$ cat src/lhrs_pkg.sv
/*
  Constants for the link host register slice: register byte offsets,
  field positions, reset values and the configuration ROM window.
  Assumes a 32-bit Avalon-MM register bus with byte addresses.
*/
package lhrs_pkg;

  // ==========================================================
  // Register byte offsets
  localparam logic [7:0] ROM_BASE_OFS  = 8'h34;
  localparam logic [7:0] FAIL_LO_OFS   = 8'h38;
  localparam logic [7:0] FAIL_HI_OFS   = 8'h3C;
  localparam logic [7:0] ORG_ID_OFS    = 8'h40;
  localparam logic [7:0] FLAGS_SET_OFS = 8'h50;
  localparam logic [7:0] FLAGS_CLR_OFS = 8'h54;
  localparam logic [7:0] IRQ_STAT_OFS  = 8'h60;
  localparam logic [7:0] IRQ_MASK_OFS  = 8'h64;

  // ==========================================================
  // Field layouts
  localparam int          BASE_LSB      = 10;
  localparam logic [31:0] BASE_RW_MASK  = 32'hFFFF_FC00;
  localparam int          SRC_BUS_LSB   = 22;
  localparam int          SRC_NODE_LSB  = 16;
  localparam int          FLG_IMAGE_OK  = 31;
  localparam int          FLG_LINK_EN   = 17;
  // Flags that software may set and clear; bit 23 is read-only one
  localparam logic [31:0] FLAGS_RW_MASK = 32'hE047_0000;
  localparam logic [31:0] FLAGS_RO_ONE  = 32'h0080_0000;
  // Undefined bits 30 and 18 come out of reset as zero
  localparam logic [31:0] FLAGS_RST     = 32'h0000_0000;
  localparam logic [31:0] BASE_RST      = 32'h0000_0000;

  // ==========================================================
  // Interrupt status bits
  localparam int          IRQ_FAIL      = 0;
  localparam int          IRQ_BASE_LOAD = 1;
  localparam int          IRQ_ROM_READ  = 2;
  localparam logic [31:0] IRQ_BITS      = 32'h0000_0007;

  // ==========================================================
  // Configuration ROM window in the 48-bit 1394 offset space
  localparam logic [47:0] ROM_WIN_LO    = 48'hFFFF_F000_0400;
  localparam logic [47:0] ROM_WIN_HI    = 48'hFFFF_F000_07FF;

  // Arbitrary neutral organisation identifier
  localparam logic [31:0] ORG_ID_VALUE  = 32'h00A5_5A01;

endpackage : lhrs_pkg

$ cat src/lhrs_regs.sv
/*
  Host-visible register slice of a 1394 link controller: configuration
  ROM address mapping, failed posted-write capture, organisation id,
  set/clear controller flags and an interrupt status/mask pair.
  Assumes an Avalon-MM master on ref_clk and link-side event inputs
  that are synchronous to ref_clk and one cycle wide.
*/
`timescale 1ns/1ps

module lhrs_regs (
  // Clock and reset
  input  wire logic        ref_clk,
  input  wire logic        rst,
  // Avalon-MM slave
  input  wire logic [7:0]  address,
  input  wire logic        read,
  input  wire logic        write,
  input  wire logic [3:0]  byteenable,
  input  wire logic [31:0] writedata,
  output logic      [31:0] readdata,
  output logic             waitrequest,
  // Link-side events
  input  wire logic        bus_reset,
  input  wire logic        fetch_error,
  input  wire logic        write_fail,
  input  wire logic [47:0] write_fail_offset,
  input  wire logic [15:0] write_fail_source,
  // Configuration ROM quadlet read mapping
  input  wire logic        rom_rd_req,
  input  wire logic [47:0] rom_rd_offset,
  output logic             rom_addr_valid,
  output logic      [31:0] rom_addr,
  // Controller flags and interrupt
  output logic      [31:0] controller_flags,
  output logic             irq
);

  // ==========================================================
  // State
  typedef struct packed {
    logic        ack;
    logic [31:0] rd_data;
    logic [31:0] base_pend;
    logic [31:0] base_act;
    logic [31:0] fail_lo;
    logic [31:0] fail_hi;
    logic [31:0] flags;
    logic [31:0] status;
    logic [31:0] mask;
    logic        xl_valid;
    logic [31:0] xl_addr;
  } lhrs_state_s;

  lhrs_state_s st_r;
  lhrs_state_s st_nxt;

  // Expands byte enables into a bit mask
  function automatic logic [31:0] lhrs_be_mask(input logic [3:0] be);
    logic [31:0] m;
    m = 32'h0000_0000;
    for (int i = 0; i < 4; i++) begin
      m[i*8 +: 8] = {8{be[i]}};
    end
    return m;
  endfunction : lhrs_be_mask

  logic        acc_done;
  logic        wr_done;
  logic        rd_done;
  logic [31:0] wmask;
  logic [31:0] flags_view;
  logic [31:0] rd_mux;
  logic        in_window;
  logic [31:0] ev;

  // One wait state: every request is answered on its second edge
  assign acc_done    = (read | write) & st_r.ack;
  assign wr_done     = write & st_r.ack;
  assign rd_done     = read & st_r.ack;
  assign waitrequest = (read | write) & ~st_r.ack;
  assign wmask       = writedata & lhrs_be_mask(byteenable);
  assign flags_view  = st_r.flags | lhrs_pkg::FLAGS_RO_ONE;
  assign in_window   = (rom_rd_offset >= lhrs_pkg::ROM_WIN_LO) &&
                       (rom_rd_offset <= lhrs_pkg::ROM_WIN_HI);

  // ==========================================================
  // Read multiplexer
  always_comb begin
    unique case (address)
      lhrs_pkg::ROM_BASE_OFS:  rd_mux = st_r.base_pend &
                                        lhrs_pkg::BASE_RW_MASK;
      lhrs_pkg::FAIL_LO_OFS:   rd_mux = st_r.fail_lo;
      lhrs_pkg::FAIL_HI_OFS:   rd_mux = st_r.fail_hi;
      lhrs_pkg::ORG_ID_OFS:    rd_mux = lhrs_pkg::ORG_ID_VALUE;
      lhrs_pkg::FLAGS_SET_OFS: rd_mux = flags_view;
      lhrs_pkg::FLAGS_CLR_OFS: rd_mux = flags_view;
      lhrs_pkg::IRQ_STAT_OFS:  rd_mux = st_r.status;
      lhrs_pkg::IRQ_MASK_OFS:  rd_mux = st_r.mask;
      default:                 rd_mux = 32'h0000_0000;
    endcase
  end

  // ==========================================================
  // Next state
  always_comb begin
    st_nxt          = st_r;
    ev              = 32'h0000_0000;
    st_nxt.ack      = (read | write) & ~st_r.ack;
    st_nxt.xl_valid = 1'b0;
    if ((read | write) && !st_r.ack) begin
      st_nxt.rd_data = read ? rd_mux : 32'h0000_0000;
    end

    // Software writes; capture and id registers ignore writes
    if (wr_done) begin
      unique case (address)
        lhrs_pkg::ROM_BASE_OFS: begin
          st_nxt.base_pend = ((st_r.base_pend & ~lhrs_pkg::BASE_RW_MASK &
                              ~lhrs_be_mask(byteenable)) |
                              (st_r.base_pend & ~lhrs_be_mask(byteenable)) |
                              wmask) & lhrs_pkg::BASE_RW_MASK;
        end
        lhrs_pkg::FLAGS_SET_OFS: begin
          st_nxt.flags = st_r.flags |
                         (wmask & lhrs_pkg::FLAGS_RW_MASK);
          // Image flag may only be raised while the link is disabled
          if (st_r.flags[lhrs_pkg::FLG_LINK_EN]) begin
            st_nxt.flags[lhrs_pkg::FLG_IMAGE_OK] =
              st_r.flags[lhrs_pkg::FLG_IMAGE_OK];
          end
        end
        lhrs_pkg::FLAGS_CLR_OFS: begin
          st_nxt.flags = st_r.flags &
                         ~(wmask & lhrs_pkg::FLAGS_RW_MASK);
        end
        lhrs_pkg::IRQ_MASK_OFS: begin
          st_nxt.mask = ((st_r.mask & ~lhrs_be_mask(byteenable)) | wmask) &
                        lhrs_pkg::IRQ_BITS;
        end
        default: begin
        end
      endcase
    end

    // A failed fetch of the bus info block drops the image flag
    if (fetch_error) begin
      st_nxt.flags[lhrs_pkg::FLG_IMAGE_OK] = 1'b0;
    end

    // Failed posted write capture
    if (write_fail) begin
      st_nxt.fail_lo = write_fail_offset[31:0];
      st_nxt.fail_hi = {write_fail_source,
                        write_fail_offset[47:32]};
      ev[lhrs_pkg::IRQ_FAIL] = 1'b1;
    end

    // Pending base only goes live on a bus reset with a valid image,
    // so translation never shifts under an in-flight ROM read
    if (bus_reset && st_r.flags[lhrs_pkg::FLG_IMAGE_OK]) begin
      st_nxt.base_act = st_r.base_pend & lhrs_pkg::BASE_RW_MASK;
      ev[lhrs_pkg::IRQ_BASE_LOAD] = 1'b1;
    end

    if (rom_rd_req && in_window) begin
      st_nxt.xl_valid = 1'b1;
      st_nxt.xl_addr  = st_r.base_act +
                        {22'h00_0000, rom_rd_offset[9:0]};
      ev[lhrs_pkg::IRQ_ROM_READ] = 1'b1;
    end

    // Read clears only the bits it returned, so an event that lands
    // between the data capture and the completing edge is not lost
    if (rd_done && address == lhrs_pkg::IRQ_STAT_OFS) begin
      st_nxt.status = ((st_r.status & ~st_r.rd_data) | ev) &
                      lhrs_pkg::IRQ_BITS;
    end else begin
      st_nxt.status = (st_r.status | ev) & lhrs_pkg::IRQ_BITS;
    end

    if (rst) begin
      st_nxt           = '0;
      st_nxt.base_pend = lhrs_pkg::BASE_RST;
      st_nxt.base_act  = lhrs_pkg::BASE_RST;
      st_nxt.flags     = lhrs_pkg::FLAGS_RST;
    end
  end

  always_ff @(posedge ref_clk) begin
    st_r <= st_nxt;
  end

  // ==========================================================
  // Outputs
  assign readdata         = st_r.rd_data;
  assign rom_addr_valid   = st_r.xl_valid;
  assign rom_addr         = st_r.xl_addr;
  assign controller_flags = flags_view;
  assign irq              = |(st_r.status & st_r.mask);

  // ==========================================================
  // Checks
  rom_xlate_a : assert property (@(posedge ref_clk) disable iff (rst)
    rom_rd_req && in_window |=> rom_addr_valid &&
      rom_addr == $past(st_r.base_act) +
                  {22'h00_0000, $past(rom_rd_offset[9:0])})
    else $error("ROM address translation wrong");

  rom_window_a : assert property (@(posedge ref_clk) disable iff (rst)
    !(rom_rd_req && in_window) |=> !rom_addr_valid)
    else $error("ROM address valid without window read");

  base_low_a : assert property (@(posedge ref_clk) disable iff (rst)
    rd_done && address == lhrs_pkg::ROM_BASE_OFS |-> readdata[9:0] == 10'h000)
    else $error("ROM base reserved bits not zero");

  base_reset_a : assert property (@(posedge ref_clk) disable iff (rst)
    $past(rst) |-> st_r.base_pend == lhrs_pkg::BASE_RST &&
      st_r.base_act == lhrs_pkg::BASE_RST)
    else $error("ROM base not cleared by reset");

  base_write_a : assert property (@(posedge ref_clk) disable iff (rst)
    wr_done && address == lhrs_pkg::ROM_BASE_OFS && byteenable == 4'hF
      |=> st_r.base_pend == ($past(writedata) & lhrs_pkg::BASE_RW_MASK))
    else $error("ROM base write lost");

  fail_low_a : assert property (@(posedge ref_clk) disable iff (rst)
    write_fail |=> st_r.fail_lo == $past(write_fail_offset[31:0]))
    else $error("Failed offset low not captured");

  fail_high_a : assert property (@(posedge ref_clk) disable iff (rst)
    write_fail |=> st_r.fail_hi[15:0] == $past(write_fail_offset[47:32]))
    else $error("Failed offset high not captured");

  fail_source_a : assert property (@(posedge ref_clk) disable iff (rst)
    write_fail |=> st_r.fail_hi[31:22] == $past(write_fail_source[15:6]) &&
      st_r.fail_hi[21:16] == $past(write_fail_source[5:0]))
    else $error("Failed requester id not captured");

  fail_hold_a : assert property (@(posedge ref_clk) disable iff (rst)
    !write_fail |=> $stable(st_r.fail_lo) && $stable(st_r.fail_hi))
    else $error("Capture register changed without a failure");

  org_id_a : assert property (@(posedge ref_clk) disable iff (rst)
    rd_done && address == lhrs_pkg::ORG_ID_OFS
      |-> readdata == lhrs_pkg::ORG_ID_VALUE)
    else $error("Organisation id read wrong");

  flags_set_a : assert property (@(posedge ref_clk) disable iff (rst)
    wr_done && address == lhrs_pkg::FLAGS_SET_OFS &&
      byteenable == 4'hF && writedata[29]
      |=> controller_flags[29])
    else $error("Flag set write failed");

  flags_clear_a : assert property (@(posedge ref_clk) disable iff (rst)
    wr_done && address == lhrs_pkg::FLAGS_CLR_OFS && byteenable == 4'hF
      |=> (controller_flags & $past(writedata) &
           lhrs_pkg::FLAGS_RW_MASK) == 32'h0000_0000 &&
        (controller_flags | $past(writedata)) ==
        ($past(controller_flags) | $past(writedata)))
    else $error("Flag clear write wrong");

  flags_reset_a : assert property (@(posedge ref_clk) disable iff (rst)
    $past(rst) |-> (controller_flags & 32'hBFFB_FFFF) == 32'h0080_0000)
    else $error("Flag reset value wrong");

  base_hold_a : assert property (@(posedge ref_clk) disable iff (rst)
    bus_reset && !st_r.flags[lhrs_pkg::FLG_IMAGE_OK] |=> $stable(st_r.base_act))
    else $error("ROM base loaded with image flag clear");

  base_stable_a : assert property (@(posedge ref_clk) disable iff (rst)
    !bus_reset |=> $stable(st_r.base_act))
    else $error("Active ROM base changed between bus resets");

  base_load_a : assert property (@(posedge ref_clk) disable iff (rst)
    bus_reset && st_r.flags[lhrs_pkg::FLG_IMAGE_OK]
      |=> st_r.base_act == $past(st_r.base_pend))
    else $error("Pending ROM base not loaded at bus reset");

  bus_answer_a : assert property (@(posedge ref_clk) disable iff (rst)
    (read | write) && waitrequest |=> ((read | write) -> !waitrequest))
    else $error("Bus answer later than one wait state");

endmodule : lhrs_regs
$ cat config.mk
export PLATFORM = sky130hd
export DESIGN_NAME = lhrs_regs
export DESIGN_NICKNAME = d
export VERILOG_FILES = /design/src/lhrs_pkg.sv /design/src/lhrs_regs.sv
export SDC_FILE = /design/constraint.sdc
export NUM_CORES = 1
export LEC_CHECK = 0
export ABC_AREA = 1
export BUFFER_PORTS_ARGS = -buffer_cell sky130_fd_sc_hd__buf_4
export CORE_UTILIZATION = 25
export CTS_CLUSTER_SIZE = 14
export DETAILED_ROUTE_END_ITERATION = 10
export SKIP_LAST_GASP = 1
export SYNTH_ARGS = -nofsm -noshare
export SYNTH_HDL_FRONTEND = slang
export SYNTH_SLANG_ARGS = --single-unit
$ cat constraint.sdc
create_clock -name ref_clk -period 1.2 [get_ports ref_clk]
set_input_delay 0 -clock ref_clk [delete_from_list [all_inputs] [get_ports ref_clk]]
set_output_delay 0 -clock ref_clk [all_outputs]
set_load 0.02 [all_outputs]
==> impl_table.tex <==
\begin{tabular}{lr}
\hline
Metric & Value \\
\hline
\multicolumn{2}{l}{\textbf{GRT}} \\
\quad Busiest grt layer & met2 \\
\quad Global-route track usage on met3 & 0.0411 \\
\quad GR Util All Layers & 0.182 \\
\quad Number of antenna violations at the first check in global routing & 2 \\
\quad GR Layer Usage met2 & 0.312 \\
\quad Met1 usage in global routing & 0.222 \\
\quad Maximum number of pins on one net before global-route repair & 51 \\
\quad Vias in the first global route & 8439 \\
\quad Remaining global-route overflow & 0 \\
\quad First-pass GRT wire length & 46.9 mm \\
\multicolumn{2}{l}{\textbf{Finish}} \\
\quad Final non-filler cell total & 1932 \\
\quad Layout Nets & 1641 \\
\quad Area taken by flip-flops and latches & 3750 µm² \\
\quad Area of the multi-input gates & 3590 µm² \\
\quad Layout filler cell count & 3385 \\
\quad Area growth from synthesis to layout & 47.4\% \\
\quad Final Util & 0.378 \\
\quad Fraction of final layout cells with drive strength greater than 1 & 0.248 \\
\multicolumn{2}{l}{\textbf{Power}} \\
\quad Clock power frac & 0.411 \\
\quad Share of power burned in registers & 0.463 \\
\quad Fraction of power consumed by combinational cells & 0.126 \\
\quad Internal portion of total power & 10.4 mW \\
\quad Net switching power figure & 3.53 mW \\
\quad Power density over the cells & 1130 nW/µm² \\
\quad Net Sw Frac & 0.253 \\
\quad Static leakage & 5.25 nW \\
\quad Maximum vdd drop & 1.08 mV \\
\multicolumn{2}{l}{\textbf{Synth}} \\
\quad Synthesized instance count & 1172 \\
\quad Synthesized area per cell & 7.17 µm² \\
\quad Warnings from Yosys & 0 \\
\quad Top\_reg\_cell synth & dfxtp\_1 \\
\quad Ranking of synthesized cells by area & dfxtp\_1 (45\%), nor2\_1 (13\%), buf\_4 (9.1\%) \\
\quad Part of the Yosys area used for sequential elements & 0.446 \\
\quad Synth cell count leaders & nor2\_1 (284), dfxtp\_1 (187), o21ai\_0 (141), nand2\_1 (128), buf\_4 (102) \\
\quad Most common cell in the synthesized netlist & nor2\_1 \\
\quad Fraction of post-synthesis cell area in the top cell type by area & 0.446 \\
\quad Combined area of all synthesized cells & 8400 µm² \\
\quad Number of enable-type register cells in the synthesized netlist & 0 \\
\quad Flop and latch count out of synthesis & 187 \\
\quad Count of distinct cell types in the synthesized netlist & 25 \\
\quad Most area-hungry cell type in the Yosys netlist & dfxtp\_1 \\
\quad Post-synth ARST share & 0 \\
\multicolumn{2}{l}{\textbf{Floorplanning}} \\
\quad Horiz. Die Dim & 185 µm \\
\quad Die ar. & 34300 µm² \\
\quad Boundary Pins & 263 \\
\quad Core box area & 32800 µm² \\
\quad Die Ht & 185 µm \\
\quad Number of placement rows & 66 \\
\quad Starting density of the core & 0.256 \\
\multicolumn{2}{l}{\textbf{Routing}} \\
\quad Post-detailed-route count of antenna-violating nets & 0 \\
\quad Average detailed-routed wire length per instance & 16.3 µm \\
\quad Via/cell ratio & 4.52 \\
\quad Detailed-route via count & 8725 \\
\quad 1st-pass router iterations & 6 \\
\quad Total Routed Length & 31.5 mm \\
\quad Drc violations & 0 \\
\quad First-iteration detailed-routing DRC count & 612 \\
\multicolumn{2}{l}{\textbf{Clock network}} \\
\quad Clk Tree Root Cell & clkbuf\_16 \\
\quad CTS tree & yes \\
\quad Clock Latency Late Sink & 450 ps \\
\quad CTS H-tree depth & 4 \\
\quad Number of CTS-inserted buffers & 17 \\
\quad Maximum count of clock buffers along a single path & 2 \\
\quad Clock transition at the registers of the reported paths & 70 ps \\
\quad Clk sink count & 187 \\
\multicolumn{2}{l}{\textbf{STA}} \\
\quad Endpoints failing hold & 0 \\
\quad Time the final worst path needs with I/O delays and setup & 1230 ps \\
\quad Setup repair after global routing missed its margin & yes \\
\quad Final Slew Violations & 0 \\
\quad Final setup violation count & 5 \\
\quad Setup skew after layout & 7.64 ps \\
\quad Smallest setup slack after layout & -32.4 ps \\
\quad Fin Setup TNS & -67.5 ps \\
\quad Worst-case hold slack & 16.7 ps \\
\quad Period utilisation layout & 1.03 \\
\quad Max Freq & 811 MHz \\
\multicolumn{2}{l}{\textbf{Place}} \\
\quad Count of port buffers added during placement & 230 \\
\quad Final GP Congestion & 0.859 \\
\quad Post-DP HPWL & 22.8 mm \\
\quad Pre-CTS worst setup slack & -268 ps \\
\quad Number of placed cells counting well taps & 1757 \\
\multicolumn{2}{l}{\textbf{Hold path}} \\
\quad Type of the worst min-delay path & in -> reg \\
\multicolumn{2}{l}{\textbf{Critical path}} \\
\quad Worst endpoint data arrival time & 1230 ps \\
\quad Required time at the endpoint of the critical path & 1200 ps \\
\quad Type of the worst setup path & reg -> out \\
\quad Maximum fanout count along the critical path & 3 \\
\quad Critical path endpoint category & primary output \\
\quad Critical Path Start Type & flip-flop \\
\multicolumn{2}{l}{\textbf{Outcome}} \\
\quad Run status & complete, but fails checks \\
\quad Failing checks & negative setup slack \\
\multicolumn{2}{l}{\textbf{Run}} \\
\quad Maximum Capacitance Violations & 0 \\
\hline
\end{tabular}
==> metrics by stage <==
| stage | power (mW) | area (µm²) |
|---|---|---|
| global placement | 7.87 | 10200 |
| floorplan | 7.19 | 8490 |
| global route | 14.5 | 12400 |
| detailed placement | 7.87 | 10200 |
| CTS | 14.0 | 12200 |
| finish | 13.9 | 12400 |
==> power groups by stage <==
stage               logic, mW  clock network, mW  registers (mW)
floorplan               0.637                  0            6.55
global placement         1.27                  0            6.60
detailed placement       1.28                  0            6.60
CTS                      1.69               5.82            6.46
global route             1.90               6.10            6.47
finish                   1.75               5.73            6.46
==> timing repair <==
item                                   CTS  global route
resized for setup                        9            42
endpoints found under the hold margin  107             0
hold buffers                           134             0
gates cloned                             1             3
buffers inserted                         4             1
setup endpoints to repair               38            73
pin swaps                                2             7
==> critical path: stages (launching register included) <==
cell     delay [ps]
dfxtp_2         340
inv_1            50
o21ai_2          70
inv_2            70
buf_12          130
buf_6           120
==> layout by cell type (no fill, tap or decap), types with 3 or more instances in the layout <==
cell	synthesis	final
a21oi_1	52	43
buf_6	4	7
a211oi_1	3	3
o21ai_0	141	130
nor2_2	3	3
buf_4	102	271
dfxtp_1	187	181
nand2_2	3	6
nor2_1	284	284
clkbuf_16	0	18
a21oi_2	0	9
nand3_2	0	6
inv_6	0	4
dfxtp_2	0	6
nand4_1	26	26
nand3_1	96	90
inv_1	51	46
o21ai_1	9	19
a31oi_1	3	3
clkinvlp_4	0	5
buf_12	0	8
inv_2	6	7
nor2_4	4	4
nand2_1	128	125
nor3_1	6	6
conb_1	2	25
dlygate4sd3_1	0	134
==> final timing paths <==
path / end / start / cells past startpoint / slack [ps]
min reg2reg: st_r[135] / st_r[135] / 2 / 460
max reg2reg: flip-flop / st_r[289] / 7 / -20
max: waitrequest / st_r[289] / 5 / -30
min: readdata[18] / rst / 3 / 20
==> cell families (layout without fill, tap and decap cells) <==
kind of cell	count (synthesis)	in the layout	synth area share
buffers and inverters	219	513	0.149
other	2	26	0.000894
AOI/OAI and AO/OA	208	208	0.125
DFF	187	187	0.446
and+or+nand+nor	556	556	0.280
==> per-layer routing <==
metal | wire, µm | up-vias
met5 | 11 | -
li1 | - | 4305
met1 | 13500 | 4080
met4 | 750 | 2
met2 | 15400 | 290
met3 | 1920 | 48
==> cell type report <==
type,instances,area share
multi-input cells,789,0.290
clock inverters,11,0.0109
well taps,442,0.0447
inverters,58,0.0185
repair buffers,422,0.296
flip-flops and latches,187,0.303
repair inverters,2,0.00101
diodes,1,0.000202
clock buffers,20,0.0361
No activity file was read; power rests on OpenSTA's default activity.
